`src/fan_ui_pkg.sv`:
```
// Package for the thermostat fan speed controller with its button and display interface.
// Assumes one 10 MHz system clock; temperatures are signed whole degrees Celsius.
package fan_ui_pkg;

  // ==========================================================
  // Clock and timing
  localparam int unsigned CLK_HZ          = 10000000;
  localparam int unsigned CLK_NS          = 1000000000 / CLK_HZ;
  localparam int unsigned SET_TIMEOUT_S   = 5;
  localparam int unsigned SET_TIMEOUT_CYC = SET_TIMEOUT_S * CLK_HZ;
  localparam int unsigned DEBOUNCE_MS     = 20;
  localparam int unsigned DEBOUNCE_CYC    = DEBOUNCE_MS * (CLK_HZ / 1000);
  localparam int unsigned BLINK_MS        = 250;
  localparam int unsigned BLINK_CYC       = BLINK_MS * (CLK_HZ / 1000);
  localparam int unsigned DIGIT_US        = 2000;
  localparam int unsigned DIGIT_CYC       = DIGIT_US * (CLK_HZ / 1000000);

  // ==========================================================
  // Control curve thresholds in degrees
  localparam int FULL_SPEED_DIFF = 5;
  localparam int START_DIFF      = 1;
  localparam int STOP_DIFF       = 0;

  // ==========================================================
  // Default target and limits
  localparam logic signed [7:0] TARGET_RESET = 8'sh14;
  localparam logic signed [7:0] TARGET_MIN   = 8'sh05;
  localparam logic signed [7:0] TARGET_MAX   = 8'sh23;

  // ==========================================================
  // Display segment lines and digit selects
  localparam int SEG_W   = 7;
  localparam int DIGIT_N = 2;

  // Segment pattern for one digit, bits g..a
  typedef struct packed {
    logic [SEG_W-1:0]   seg;
    logic [DIGIT_N-1:0] digit_sel;
  } led_drive_t;

  typedef struct packed {
    logic up;
    logic down;
  } buttons_t;

endpackage

```
`src/button_debounce.sv`:
```
// Debounces one push button and emits one pulse per settled press.
// Assumes the raw level is synchronous to sys_clk and active high.
`timescale 1ns/100ps
module button_debounce #(
  parameter int unsigned STABLE_CYC = fan_ui_pkg::DEBOUNCE_CYC
)(
  input  wire logic sys_clk,
  input  wire logic srst,
  input  wire logic ce,
  input  wire logic raw,
  output logic      press
);

  logic        state_reg;
  logic [31:0] cnt_reg;

  // ==========================================================
  // Settle counter: level taken only after it holds steady
  always_ff @(posedge sys_clk)
  begin
    if (srst)
    begin
      state_reg <= 1'b0;
      cnt_reg   <= 32'h0;
      press     <= 1'b0;
    end
    else if (ce)
    begin
      press <= 1'b0;
      if (raw == state_reg)
        cnt_reg <= 32'h0;
      else if (cnt_reg >= STABLE_CYC - 1)
      begin
        state_reg <= raw;
        cnt_reg   <= 32'h0;
        press     <= raw;                 // One pulse per rising edge
      end
      else
        cnt_reg <= cnt_reg + 32'h1;
    end
  end

endmodule

```
`src/fan_ui_ctrl.sv`:
```
// Fan speed controller: temperature curve, two-button target set, two-digit display.
// Assumes synchronous inputs on sys_clk and a signed whole-degree sensor reading.
//
// Behaviour
// - More than 5 below target: full speed
// - Within 5: speed linear in difference
// - Start only above 1 below, at the curve speed for that difference
// - Running: stay on until difference reaches zero
// - Show Celsius values across two digits
// - Multiplex digits, one lit at a time
// - Seven shared segments plus two selects
// - Any press enters blinking target set mode
// - Up raises, down lowers target one step
// - Five idle seconds return to measured display
// - Debounce both buttons before acting
`timescale 1ns/100ps
module fan_ui_ctrl #(
  parameter int unsigned     FREQ_W      = 8,
  parameter logic [7:0]      FREQ_MIN    = 8'h14,
  parameter logic [7:0]      FREQ_MAX    = 8'h3c,
  parameter logic signed [7:0] TGT_MIN   = fan_ui_pkg::TARGET_MIN,
  parameter logic signed [7:0] TGT_MAX   = fan_ui_pkg::TARGET_MAX,
  parameter int unsigned     TIMEOUT_CYC = fan_ui_pkg::SET_TIMEOUT_CYC,
  parameter int unsigned     DEB_CYC     = fan_ui_pkg::DEBOUNCE_CYC,
  parameter int unsigned     BLINK_CYC   = fan_ui_pkg::BLINK_CYC,
  parameter int unsigned     DIGIT_CYC   = fan_ui_pkg::DIGIT_CYC
)(
  input  wire logic                   sys_clk,
  input  wire logic                   srst,
  input  wire logic                   ce,
  input  wire logic signed [7:0]      temp_meas,
  input  wire fan_ui_pkg::buttons_t   buttons,
  output logic [FREQ_W-1:0]           motor_freq,
  output logic                        motor_run,
  output fan_ui_pkg::led_drive_t      led,
  output logic signed [7:0]           target,
  output logic                        set_mode
);

  typedef enum logic [0:0] {ST_STOP, ST_RUN} run_state_t;

  run_state_t        run_reg;
  logic              up_press;
  logic              dn_press;
  logic [31:0]       idle_reg;
  logic [31:0]       blink_cnt_reg;
  logic              blink_on_reg;
  logic [31:0]       mux_cnt_reg;
  logic              digit_reg;
  logic signed [8:0] diff;
  logic [FREQ_W-1:0] freq_next;
  logic signed [7:0] shown;
  logic [7:0]        mag;
  logic [3:0]        tens;
  logic [3:0]        ones;
  logic [3:0]        nib;
  logic [6:0]        seg_pat;

  // ==========================================================
  // Button debouncers
  button_debounce #(.STABLE_CYC(DEB_CYC)) u_up (
    .sys_clk (sys_clk),
    .srst    (srst),
    .ce      (ce),
    .raw     (buttons.up),
    .press   (up_press)
  );

  button_debounce #(.STABLE_CYC(DEB_CYC)) u_dn (
    .sys_clk (sys_clk),
    .srst    (srst),
    .ce      (ce),
    .raw     (buttons.down),
    .press   (dn_press)
  );

  // ==========================================================
  // Target adjust, saturating at limits
  always_ff @(posedge sys_clk)
  begin
    if (srst)
      target <= fan_ui_pkg::TARGET_RESET;
    else if (ce)
    begin
      if (set_mode && up_press && target < TGT_MAX)
        target <= target + 8'sh01;
      else if (set_mode && dn_press && target > TGT_MIN)
        target <= target - 8'sh01;
    end
  end

  // Set mode entry and idle timeout
  always_ff @(posedge sys_clk)
  begin
    if (srst)
    begin
      set_mode <= 1'b0;
      idle_reg <= 32'h0;
    end
    else if (ce)
    begin
      if (up_press || dn_press)
      begin
        set_mode <= 1'b1;
        idle_reg <= 32'h0;
      end
      else if (set_mode)
      begin
        if (idle_reg >= TIMEOUT_CYC - 1)
          set_mode <= 1'b0;
        else
          idle_reg <= idle_reg + 32'h1;
      end
      else
        idle_reg <= 32'h0;
    end
  end

  // Blink phase while setting
  always_ff @(posedge sys_clk)
  begin
    if (srst)
    begin
      blink_cnt_reg <= 32'h0;
      blink_on_reg  <= 1'b1;
    end
    else if (ce)
    begin
      if (!set_mode)
      begin
        blink_cnt_reg <= 32'h0;
        blink_on_reg  <= 1'b1;
      end
      else if (blink_cnt_reg >= BLINK_CYC - 1)
      begin
        blink_cnt_reg <= 32'h0;
        blink_on_reg  <= ~blink_on_reg;
      end
      else
        blink_cnt_reg <= blink_cnt_reg + 32'h1;
    end
  end

  // ==========================================================
  // Speed curve from target minus actual
  assign diff = 9'(target) - 9'(temp_meas);

  always_comb
  begin
    if (diff > 9'(fan_ui_pkg::FULL_SPEED_DIFF))
      freq_next = FREQ_W'(FREQ_MAX);
    else if (diff <= 9'sd0)
      freq_next = FREQ_W'(FREQ_MIN);
    else
      freq_next = FREQ_W'(FREQ_MIN + ((FREQ_MAX - FREQ_MIN) * 32'(diff))
                  / 32'(fan_ui_pkg::FULL_SPEED_DIFF));
  end

  // Run state with hysteresis
  always_ff @(posedge sys_clk)
  begin
    if (srst)
      run_reg <= ST_STOP;
    else if (ce)
    begin
      case (run_reg)
        ST_STOP:
          if (diff > 9'(fan_ui_pkg::START_DIFF))
            run_reg <= ST_RUN;
        ST_RUN:
          if (diff <= 9'(fan_ui_pkg::STOP_DIFF))
            run_reg <= ST_STOP;
        default:
          run_reg <= ST_STOP;
      endcase
    end
  end

  // Frequency command register
  always_ff @(posedge sys_clk)
  begin
    if (srst)
    begin
      motor_freq <= '0;
      motor_run  <= 1'b0;
    end
    else if (ce)
    begin
      motor_run  <= (run_reg == ST_RUN);
      motor_freq <= (run_reg == ST_RUN) ? freq_next : '0;
    end
  end

  // ==========================================================
  // Display multiplex, one digit at a time
  always_ff @(posedge sys_clk)
  begin
    if (srst)
    begin
      mux_cnt_reg <= 32'h0;
      digit_reg   <= 1'b0;
    end
    else if (ce)
    begin
      if (mux_cnt_reg >= DIGIT_CYC - 1)
      begin
        mux_cnt_reg <= 32'h0;
        digit_reg   <= ~digit_reg;
      end
      else
        mux_cnt_reg <= mux_cnt_reg + 32'h1;
    end
  end

  // Value shown and its decimal digits; negatives show a minus on the tens digit
  always_comb
  begin
    shown = set_mode ? target : temp_meas;
    mag   = shown[7] ? 8'(-shown) : 8'(shown);
    if (mag > 8'h63)
      mag = 8'h63;
    tens  = 4'(mag / 8'h0a);
    ones  = 4'(mag % 8'h0a);
    if (shown[7] && digit_reg)
      nib = 4'hf;
    else
      nib = digit_reg ? tens : ones;
    case (nib)
      4'h0:    seg_pat = 7'h3f;
      4'h1:    seg_pat = 7'h06;
      4'h2:    seg_pat = 7'h5b;
      4'h3:    seg_pat = 7'h4f;
      4'h4:    seg_pat = 7'h66;
      4'h5:    seg_pat = 7'h6d;
      4'h6:    seg_pat = 7'h7d;
      4'h7:    seg_pat = 7'h07;
      4'h8:    seg_pat = 7'h7f;
      4'h9:    seg_pat = 7'h6f;
      4'hf:    seg_pat = 7'h40;
      default: seg_pat = 7'h00;
    endcase
  end

  // Registered segment and select lines, segments blanked in the off blink phase
  always_ff @(posedge sys_clk)
  begin
    if (srst)
      led <= '0;
    else if (ce)
    begin
      led.seg       <= blink_on_reg ? seg_pat : 7'h00;
      led.digit_sel <= digit_reg ? 2'h2 : 2'h1;
    end
  end

  // ==========================================================
  // Checks
  property p_full_speed;
    @(posedge sys_clk) disable iff (srst)
    (ce && run_reg == ST_RUN && diff > 9'(fan_ui_pkg::FULL_SPEED_DIFF)) |=> (!ce || motor_freq == FREQ_MAX);
  endproperty
  a_full_speed: assert property (p_full_speed) else $error("full speed not commanded");

  property p_start;
    @(posedge sys_clk) disable iff (srst)
    (ce && run_reg == ST_STOP && diff <= 9'(fan_ui_pkg::START_DIFF)) |=> run_reg == ST_STOP;
  endproperty
  a_start: assert property (p_start) else $error("started too early");

  property p_hold_on;
    @(posedge sys_clk) disable iff (srst)
    (ce && run_reg == ST_RUN && diff > 9'(fan_ui_pkg::STOP_DIFF)) |=> run_reg == ST_RUN;
  endproperty
  a_hold_on: assert property (p_hold_on) else $error("stopped before zero difference");

  property p_one_digit;
    @(posedge sys_clk) disable iff (srst)
    !(led.digit_sel == 2'h3);
  endproperty
  a_one_digit: assert property (p_one_digit) else $error("both digits lit");

  property p_enter_set;
    @(posedge sys_clk) disable iff (srst)
    (ce && (up_press || dn_press)) |=> set_mode;
  endproperty
  a_enter_set: assert property (p_enter_set) else $error("press missed set mode");

  property p_step_up;
    @(posedge sys_clk) disable iff (srst)
    (ce && set_mode && up_press && target < TGT_MAX) |=> target == $past(target) + 8'sh01;
  endproperty
  a_step_up: assert property (p_step_up) else $error("up step wrong");

  property p_limits;
    @(posedge sys_clk) disable iff (srst)
    $rose(set_mode) |-> (target >= TGT_MIN && target <= TGT_MAX);
  endproperty
  a_limits: assert property (p_limits) else $error("target out of range");

  property p_stop_zero;
    @(posedge sys_clk) disable iff (srst)
    (motor_freq == '0) || (motor_freq >= FREQ_MIN && motor_run);
  endproperty
  a_stop_zero: assert property (p_stop_zero) else $error("bad frequency command");

endmodule

```
`config.mk`:
```
export PLATFORM = sky130hd
export DESIGN_NAME = fan_ui_ctrl
export DESIGN_NICKNAME = d
export VERILOG_FILES = /design/src/fan_ui_pkg.sv /design/src/button_debounce.sv /design/src/fan_ui_ctrl.sv
export SDC_FILE = /design/constraint.sdc
export NUM_CORES = 1
export LEC_CHECK = 0
export ABC_AREA = 1
export BUFFER_PORTS_ARGS = -buffer_cell sky130_fd_sc_hd__buf_2
export CORE_ASPECT_RATIO = 1.2
export CORE_MARGIN = 2
export CORE_UTILIZATION = 49
export DETAILED_ROUTE_END_ITERATION = 6
export PLACE_DENSITY = 0.65
export SLEW_MARGIN = 20
export SYNTH_ARGS = -nofsm -noshare
export SYNTH_HDL_FRONTEND = slang
export SYNTH_HIERARCHICAL = 1
export SYNTH_SLANG_ARGS = --single-unit
```
`constraint.sdc`:
```
create_clock -name sys_clk -period 14.66 [get_ports sys_clk]
set_input_delay 2.199 -clock sys_clk [delete_from_list [all_inputs] [get_ports sys_clk]]
set_output_delay 2.199 -clock sys_clk [all_outputs]
set_load 0.01 [all_outputs]
```
* Word-level counts from Yosys, hierarchy flattened *
Memories as Yosys holds them, arrays and structs flattened.
Index checks and enable logic that the tools add are counted.

operators by class
  add/sub/neg operators = 10
  multiply operators = 1
  divide/modulo/power cells = 3
  magnitude comparators = 11
  equality and inequality tests = 4
  mux-type cells = 34
  bitwise logic cells = 5
  reduce and logical (&&, ||, !) cells = 13

operators with widths
  operator                 number
  $mux W32                 10
  $add A32 B1 Y32 const B  5
  $ge A32 B18 Y1 const B   2
  $mux W8                  8
  $div A32 B3 Y32 const B  1
  $ge A32 B15 Y1 const B   1
  $ge A32 B22 Y1 const B   1
  $ge A32 B26 Y1 const B   1
  $mul A3 B32 Y29 const A  1
  $mux W1                  11
  $gt A9 B2 Y1 const B     1
  $gt A9 B4 Y1 const B     1
  $le A9 B1 Y1 const B     1
  $sub A8 B8 Y9            1
  $add A5 B8 Y8 const A    1
  $add A8 B2 Y8 const B    1
  $div A8 B4 Y8 const B    1
  $gt A8 B4 Y1 const B     1
  $gt A8 B7 Y1 const B     1
  $lt A8 B7 Y1 const B     1
  $mod A8 B4 Y8 const B    1
  $mux W4                  2
  $neg A8 Y8               1
  $reduce_and A2 Y1        4
  other kinds (12)         22

word-level totals
  register bits = 194
  ROM bits = 112
  bits of input ports = 13
  output and inout bits = 27
  logic and storage cells = 100
  memories = 1

memory list
  name             words  width  rd ports  clocked after Yosys merged registers in  write ports  RTL line            text
  (no name shown)  16     7      1         0                                        0            fan_ui_ctrl.sv:228  case (nib)

* Longest topological paths before layout *
Gate-level depths: netlist (run 1).
An unclocked memory read counts as a cell.

  word-level depth = 10
  mapped depth = 115
  depth with buffers taken out = 115

* Cells and area by module *
The synthesis (run 1) kept the hierarchy.

modules (own cells, without submodules)
  module           instances  cells each  area each (sq um)  sequential area each (sq um)
  fan_ui_ctrl      1          1439        9350.2             2522.4
  button_debounce  2          252         1769.2             680.7

* Worst setup path after synthesis (run 1) *
OpenSTA, ideal clock, no wires.

  path kind = input-to-reg
  from = in temp_meas[0]
  to = reg motor_freq[0]
  library setup time = 0.066 ns
  data arrival time = 11.195 ns
  data required time = 14.594 ns
  setup slack = 3.399 ns
  stages on the path = 104
  path buffers = 1
  cells stage by stage = ha_1 -> inv_1 -> fa_1 -> nand2_1 -> nand2_1 -> nand3_1 -> nand3_2 -> nand2_4 -> buf_6 -> ha_1 -> ha_1 -> a21oi_1 -> nand2_1 -> nand2_1 -> nand2_2 -> inv_2 -> ha_1 -> inv_1 -> [... 68 more ...] -> nand3_2 -> nand2_4 -> nand3_4 -> nand2_4 -> nand2_4 -> inv_2 -> nand3_4 -> ha_1 -> inv_1 -> nand2_2 -> or2_1 -> nand3_2 -> nand2_1 -> inv_1 -> nor2_1 -> nand3_1 -> nand2_1 -> a21oi_2

on the way
  longest elaborated chain between the ends = 7
  elaborated cells on any way between the ends = 9
  those cells by class = add/sub: 2; mul: 1; div: 1; order compare: 2; mux: 3

RTL lines
  what                  RTL line            text
  start, declared       fan_ui_ctrl.sv:31   input wire logic signed [7:0] temp_meas,
  $sub A8 B8 Y9 (*)     fan_ui_ctrl.sv:146  assign diff = 9'(target) - 9'(temp_meas);
  $mul A3 B32 Y29       fan_ui_ctrl.sv:155  freq_next = FREQ_W'(FREQ_MIN + ((FREQ_MAX - FREQ_MIN) * 32'(diff))
  $div A32 B3 Y32       fan_ui_ctrl.sv:156  / 32'(fan_ui_pkg::FULL_SPEED_DIFF));
  $add A5 B8 Y8         fan_ui_ctrl.sv:155
  $mux W8               fan_ui_ctrl.sv:152  else if (diff <= 9'sd0)
  $mux W8 (*)           fan_ui_ctrl.sv:150  if (diff > 9'(fan_ui_pkg::FULL_SPEED_DIFF))
  $mux W8 (*)           fan_ui_ctrl.sv:190  motor_freq <= (run_reg == ST_RUN) ? freq_next : '0;
  end signal, assigned  fan_ui_ctrl.sv:190
  end, declared         fan_ui_ctrl.sv:33   output logic [FREQ_W-1:0] motor_freq,

Mark *: on every way between the ends. The rest lies on a longest branch, timed or not.
A chain may end at the register's enable or synchronous reset.

* Worst setup path after layout (run 1) *
Same ends and word-level chain as after synthesis.

==> out/results.ini, run 1 <==
[timing]
finalSetupViolations = 0
rsz0062_at_grt = no
min_period_ns = 11.98
relSlewSlack = 0.368
hold_violations = 0
fin_skew_ns = 0.00848
max_freq_mhz = 83.5
slew_viol_final = 0
worst_slew_pin_slew_ns = 0.949
period_share = 0.817
finalSetupTns_ns = 0

[placed_design]
dp_hpwl_mm = 20.3
place_congestion = 0.858
numPortBuffers = 39

[drt]
drc = 0
wirelength_mm = 27.7
antenna_left = 0
drt_iter0_markers = 639
wire_per_inst_um = 12.0
routed_via_density = 5.17
vias = 11900
first_pass_iters = 7

[clock_tree]
ctsHtreeMaxLevel = 4
cts_resized = 0
clk_pin_slew_ns = 0.07
post_cts_buffers = 0
clockRootBuffer = clkbuf_16
cts-buffers-inserted = 17
cts_tree = yes
clk_latency_ns = 0.44
clk_path_buf_depth = 2
ctsHoldBuffers = 0
clock-sinks = 194

[synth]
syn_area_per_cell_sq_um = 6.63
ys_types = 63
synth_edf_count = 0
synth_ff_type = dfxtp_1
syn_area_sq_um = 12900
synth_fp_nets = 2004
netlist_instances = 1943
async_flop_share = 0
synth_warnings = 6
ys_seq_elements = 194
seq_area_frac_synth = 0.301

[setup_path]
rr_startpoint = target[0]$_SDFFE_PP0P_
ff2ff_path_depth = 97
reg2reg_to = motor_freq[0]$_SDFFE_PP0P_
cpMostUsedCell = nand2_2
startpoint_type = input port
end_kind = flop
crit_required_ns = 15.03
cpMaxStageDelayCell = fa_1
worstPathMaxFanout = 14
crit_path_max_incr_delay_ns = 0.39
worstSetupPathType = in2reg
rrSetupSlack_ns = 4.03
worstPathArrival_ns = 12.35

[layout]
drive_above_1_share = 0.133
nets = 2020
antenna-diode-count = 0
final_cell_mix = 444 x nand2_1, 232 x inv_1, 219 x nor2_1
seqCellArea_sq_um = 3880
final_common_cell = nand2_1
multi_input_area_sq_um = 7740
synthToLayoutAreaGrowth_pct = 7.59
n_fill_cell = 2598

[floorplanning]
die_y_um = 182
start_util = 0.494
core_sq_um = 26100
rows = 65
die_w_um = 152
io_pins = 40
dieArea_sq_um = 27600

[flow_run]
maxCapViolCount = 0

[global_route]
grt_max_degree = 77
grt_pass1_vias = 11100
grt_use_total = 0.203
globalRouteOverflowTotal = 0
antenna_found_initial = 0
grt_pass1_wl_mm = 48.6

[worst_hold_path]
holdPathStages = 2
min_from = u_up/cnt_reg[18]$_SDFFE_PP0P_
holdPathEnd = u_up/cnt_reg[18]$_SDFFE_PP0P_
min_path_type = reg2reg

[run_status]
status = finished, final reports clean

## worst max path at each step
stage,to,start
after global routing,motor_freq[0]$_SDFFE_PP0P_,temp_meas[0]
after CTS,motor_freq[0]$_SDFFE_PP0P_,temp_meas[0]
after global placement,motor_freq[0]$_SDFFE_PP0P_,temp_meas[0]
after detailed placement,motor_freq[0]$_SDFFE_PP0P_,temp_meas[0]
after floorplan,motor_freq[0]$_SDFFE_PP0P_,temp_meas[0]
final,motor_freq[0]$_SDFFE_PP0P_,temp_meas[0]
## routing by layer
metal / track usage / wire (um) / vias to the layer above / share of wire
met4: 0.0591 / 399 / 0 / 0.014
met2: 0.362 / 13400 / 183 / 0.49
li1: - / - / 6338 / -
met3: 0.0301 / 884 / 24 / 0.032
met1: 0.256 / 13000 / 5378 / 0.47
met5: 0 / 0 / - / 0
## per-stage QoR
stage          hold WS [ns]  area, sq um  instances   util  setup WS, ns
3_5_place_dp          0.427        13300       2275  0.509          2.23
3_3_place_gp          0.424        13300       2275  0.509          2.57
4_1_cts               0.438        13900       2306  0.531          2.67
5_1_grt               0.445        13900       2306  0.531          1.37
2_1_floorplan         0.414        12900       1943      -          3.40
6_report              0.436        13900       2306  0.531          2.68
## worst max-delay path, delay by kind of cell
family	cells	cell delay, ns
AND/OR/NAND/NOR	74	6.75
adder cells (fa/ha/maj)	6	1.69
buffers and inverters	15	1.27
AO/OA/AOI/OAI	2	0.40
## cells by family after synthesis
kind of cell             Yosys count  share of synthesized area
AND/OR/NAND/NOR                 1100                      0.412
multiplexers                       1                    0.00175
AO/OA/AOI/OAI                    234                      0.102
buffers and inverters            314                     0.0985
XOR/XNOR                          52                     0.0359
flip-flops                       194                      0.301
adder cells (fa/ha/maj)           48                     0.0483
## synth_stat cells, drive strengths merged (16+ instances only)
cell type	instances	area [sq um]
ha	45	563
inv	264	1000
nand4	81	532
nor3	62	333
xor2	37	332
nor2	237	980
nand3	153	898
nand2	534	2350
dfxtp	194	3880
buf	16	100
a21oi	127	651
o21ai	63	323
clkbuf	31	154
## area by class of cell
cell class                 count  area share
inverter                     267      0.0733
timing repair buffer          44      0.0170
multi-input combinational   1435       0.558
clock buffer                  22      0.0328
sequential                   194       0.280
clock inverter                 9     0.00866
tap                          335      0.0302
Power of run 1 is not shown: default switching activity piles up to over one toggle a cycle in this logic, so the estimate is an artifact.
==> run 2: changes to the inputs <==
--- a/config.mk
+++ b/config.mk
@@ -5,13 +5,13 @@
 export SDC_FILE = /design/constraint.sdc
 export NUM_CORES = 1
 export LEC_CHECK = 0
-export ABC_AREA = 1
+export ABC_AREA = 0
 export BUFFER_PORTS_ARGS = -buffer_cell sky130_fd_sc_hd__buf_2
 export CORE_ASPECT_RATIO = 1.2
 export CORE_MARGIN = 2
 export CORE_UTILIZATION = 49
 export DETAILED_ROUTE_END_ITERATION = 6
-export PLACE_DENSITY = 0.65
+export PLACE_DENSITY = 0.68
 export SLEW_MARGIN = 20
 export SYNTH_ARGS = -nofsm -noshare
 export SYNTH_HDL_FRONTEND = slang
==> constraint.sdc (replaced) <==
create_clock -name sys_clk -period 10.7 [get_ports sys_clk]
set_input_delay 1.605 -clock sys_clk [delete_from_list [all_inputs] [get_ports sys_clk]]
set_output_delay 1.605 -clock sys_clk [all_outputs]
set_load 0.01 [all_outputs]
==> out/results.ini, run 2 <==
[run_status]
status = complete, but fails checks
violations = DRC

[synth]
synth.most_common_cell = nor2_1
synth_warnings = 6
synth_fp_nets = 1797
syn_area_per_cell_sq_um = 7.75
syn_area_sq_um = 13400
synthTopCellsByCount = 235 x nor2_1, 194 x dfxtp_1, 172 x nand2_1, 114 x a21oi_1, 64 x nand3_1
yosysTopAreaCellShare = 0.289
synth_area_leader_cell = dfxtp_1
netlist_instances = 1736
ys_types = 109
seq_area_frac_synth = 0.289
synth_edf_count = 0
synth_ff_type = dfxtp_1
ys_seq_elements = 194
synthTopCellsByArea = dfxtp_1 29%, nor2_1 6.6%, nand2_1 4.8%
async_flop_share = 0

[global_route]
globalRouteOverflowTotal = 0
grt_pass1_vias = 12000
grt_max_degree = 45
grt_use_total = 0.230
grt_pass1_wl_mm = 56.1
antenna_found_initial = 0

[placed_design]
numPortBuffers = 39
place_congestion = 0.913
dp_hpwl_mm = 24.5

[setup_path]
worstPathMaxFanout = 11
worstSetupPathType = in2reg
crit_required_ns = 11.02
end_kind = flop
startpoint = temp_meas[0]
worstPathArrival_ns = 10.54
rr_startpoint = target[0]$_SDFFE_PP0P_
startpoint_type = input port
crit_path_max_incr_delay_ns = 0.54
cpMaxStageDelayCell = or4_4
ff2ff_path_depth = 43
cpMostUsedCell = ha_1

[clock_tree]
clk_latency_ns = 0.43
clk_pin_slew_ns = 0.07
cts-buffers-inserted = 17
clockRootBuffer = clkbuf_16
clock-sinks = 194
ctsHoldBuffers = 0
cts_tree = yes
clk_path_buf_depth = 2
ctsHtreeMaxLevel = 4

[drt]
drc = 1
first_pass_iters = 7
highest_layer = met4
wirelength_mm = 33.5
wl_met3_mm = 1.36
antenna_left = 0
routed_via_density = 6.07
wl_met1_mm = 15.0
wire_per_inst_um = 15.6
drt_iter0_markers = 820
vias = 13100
met2WireLength_mm = 16.4

[timing]
fin_skew_ns = 0.0102
relSlewSlack = 0.277
finalSetupViolations = 0
hold_ws_ns = 0.458
worst_slew_pin_slew_ns = 1.08
min_period_ns = 10.22
slew_viol_final = 0
max_freq_mhz = 97.8
period_share = 0.956
hold_violations = 0

[worst_hold_path]
min_path_type = reg2reg
min_from = u_up/cnt_reg[23]$_SDFFE_PP0P_
holdPathStages = 1

[floorplanning]
io_pins = 40
die_w_um = 155
rows = 66
start_util = 0.496
die_y_um = 185
dieArea_sq_um = 28800
core_sq_um = 27100

[layout]
multi_input_area_sq_um = 9200
final_common_cell = nor2_1
synthToLayoutAreaGrowth_pct = 11.7
n_fill_cell = 2575
antenna-diode-count = 0
final_cell_mix = 235 x nor2_1, 194 x dfxtp_1, 171 x nand2_1
nets = 1862
drive_above_1_share = 0.128
seqCellArea_sq_um = 3880

[power]
p_leak_nw = 5.55
p_per_area_nw_per_um2 = 316
p_total_mw = 4.75
vdd_drop_max_v = 0.000383

[flow_run]
maxCapViolCount = 0

==> run 2: critical path: cells and delay by family <==
family                   cells  cell delay (ns)
AO/OA/AOI/OAI               22             4.39
adder cells (fa/ha/maj)      7             1.77
buffers and inverters        6             0.76
AND/OR/NAND/NOR              8             1.99
==> run 2: area by class of cell <==
class	count	share of cell area
clock buffer	21	0.0300
clock inverter	10	0.00517
tap	340	0.0283
multi-input combinational	1423	0.613
timing repair buffer	115	0.0527
inverter	50	0.0125
sequential	194	0.259
==> run 2: cells by family after synthesis <==
family,Yosys count,synth area share
and+or+nand+nor,775,0.291
AOI/OAI and AO/OA,460,0.245
DFF,194,0.289
buffers and inverters,119,0.0348
xor gates and xnor gates,116,0.0756
adders and majority gates,48,0.0463
muxes,24,0.0181
==> run 2: power breakdown <==
part / internal (mW) / leakage [nW] / switching (mW)
registers: 0.738 / 1.57 / 0.0123
logic: 1.48 / 3.73 / 1.94
clock network: 0.305 / 0.254 / 0.278
total: 2.52 / 5.55 / 2.23
==> run 2: metal layers <==
metal  GRT usage  vias up
met1       0.289     6130
met4      0.0767        0
li1            -     6531
met3      0.0317       57
met2       0.407      346
met5           0        -
==> run 2: final timing paths <==
path	to	slack, ns
worst max-delay path	motor_freq[0]$_SDFFE_PP0P_	0.48
worst min-delay path	u_up/cnt_reg[23]$_SDFFE_PP0P_	0.46
worst max register to register	motor_freq[0]$_SDFFE_PP0P_	1.22
worst min register to register	u_up/cnt_reg[23]$_SDFFE_PP0P_	0.46
==> run 2: timing repair <==
| action | 4_1_cts | 5_1_grt |
|---|---|---|
| buffers inserted | 0 | 4 |
| gates resized for setup | 0 | 24 |
| setup endpoints to repair | 0 | 7 |
==> run 2: metrics by stage <==
step                      cell area [sq um]  setup TNS, ns  setup slack, ns  utilization  cells
final                                 15000              0            0.475        0.554   2153
after global routing                  15000       -0.00772         -0.00772        0.554   2153
after CTS                             14900              0            0.212        0.550   2149
after detailed placement              14400         -0.514           -0.254        0.530   2118
after global placement                14400       -0.00580         -0.00580        0.530   2118
after floorplan                       13500              0           0.0132            -   1736
(Power assumes the default switching activity.)
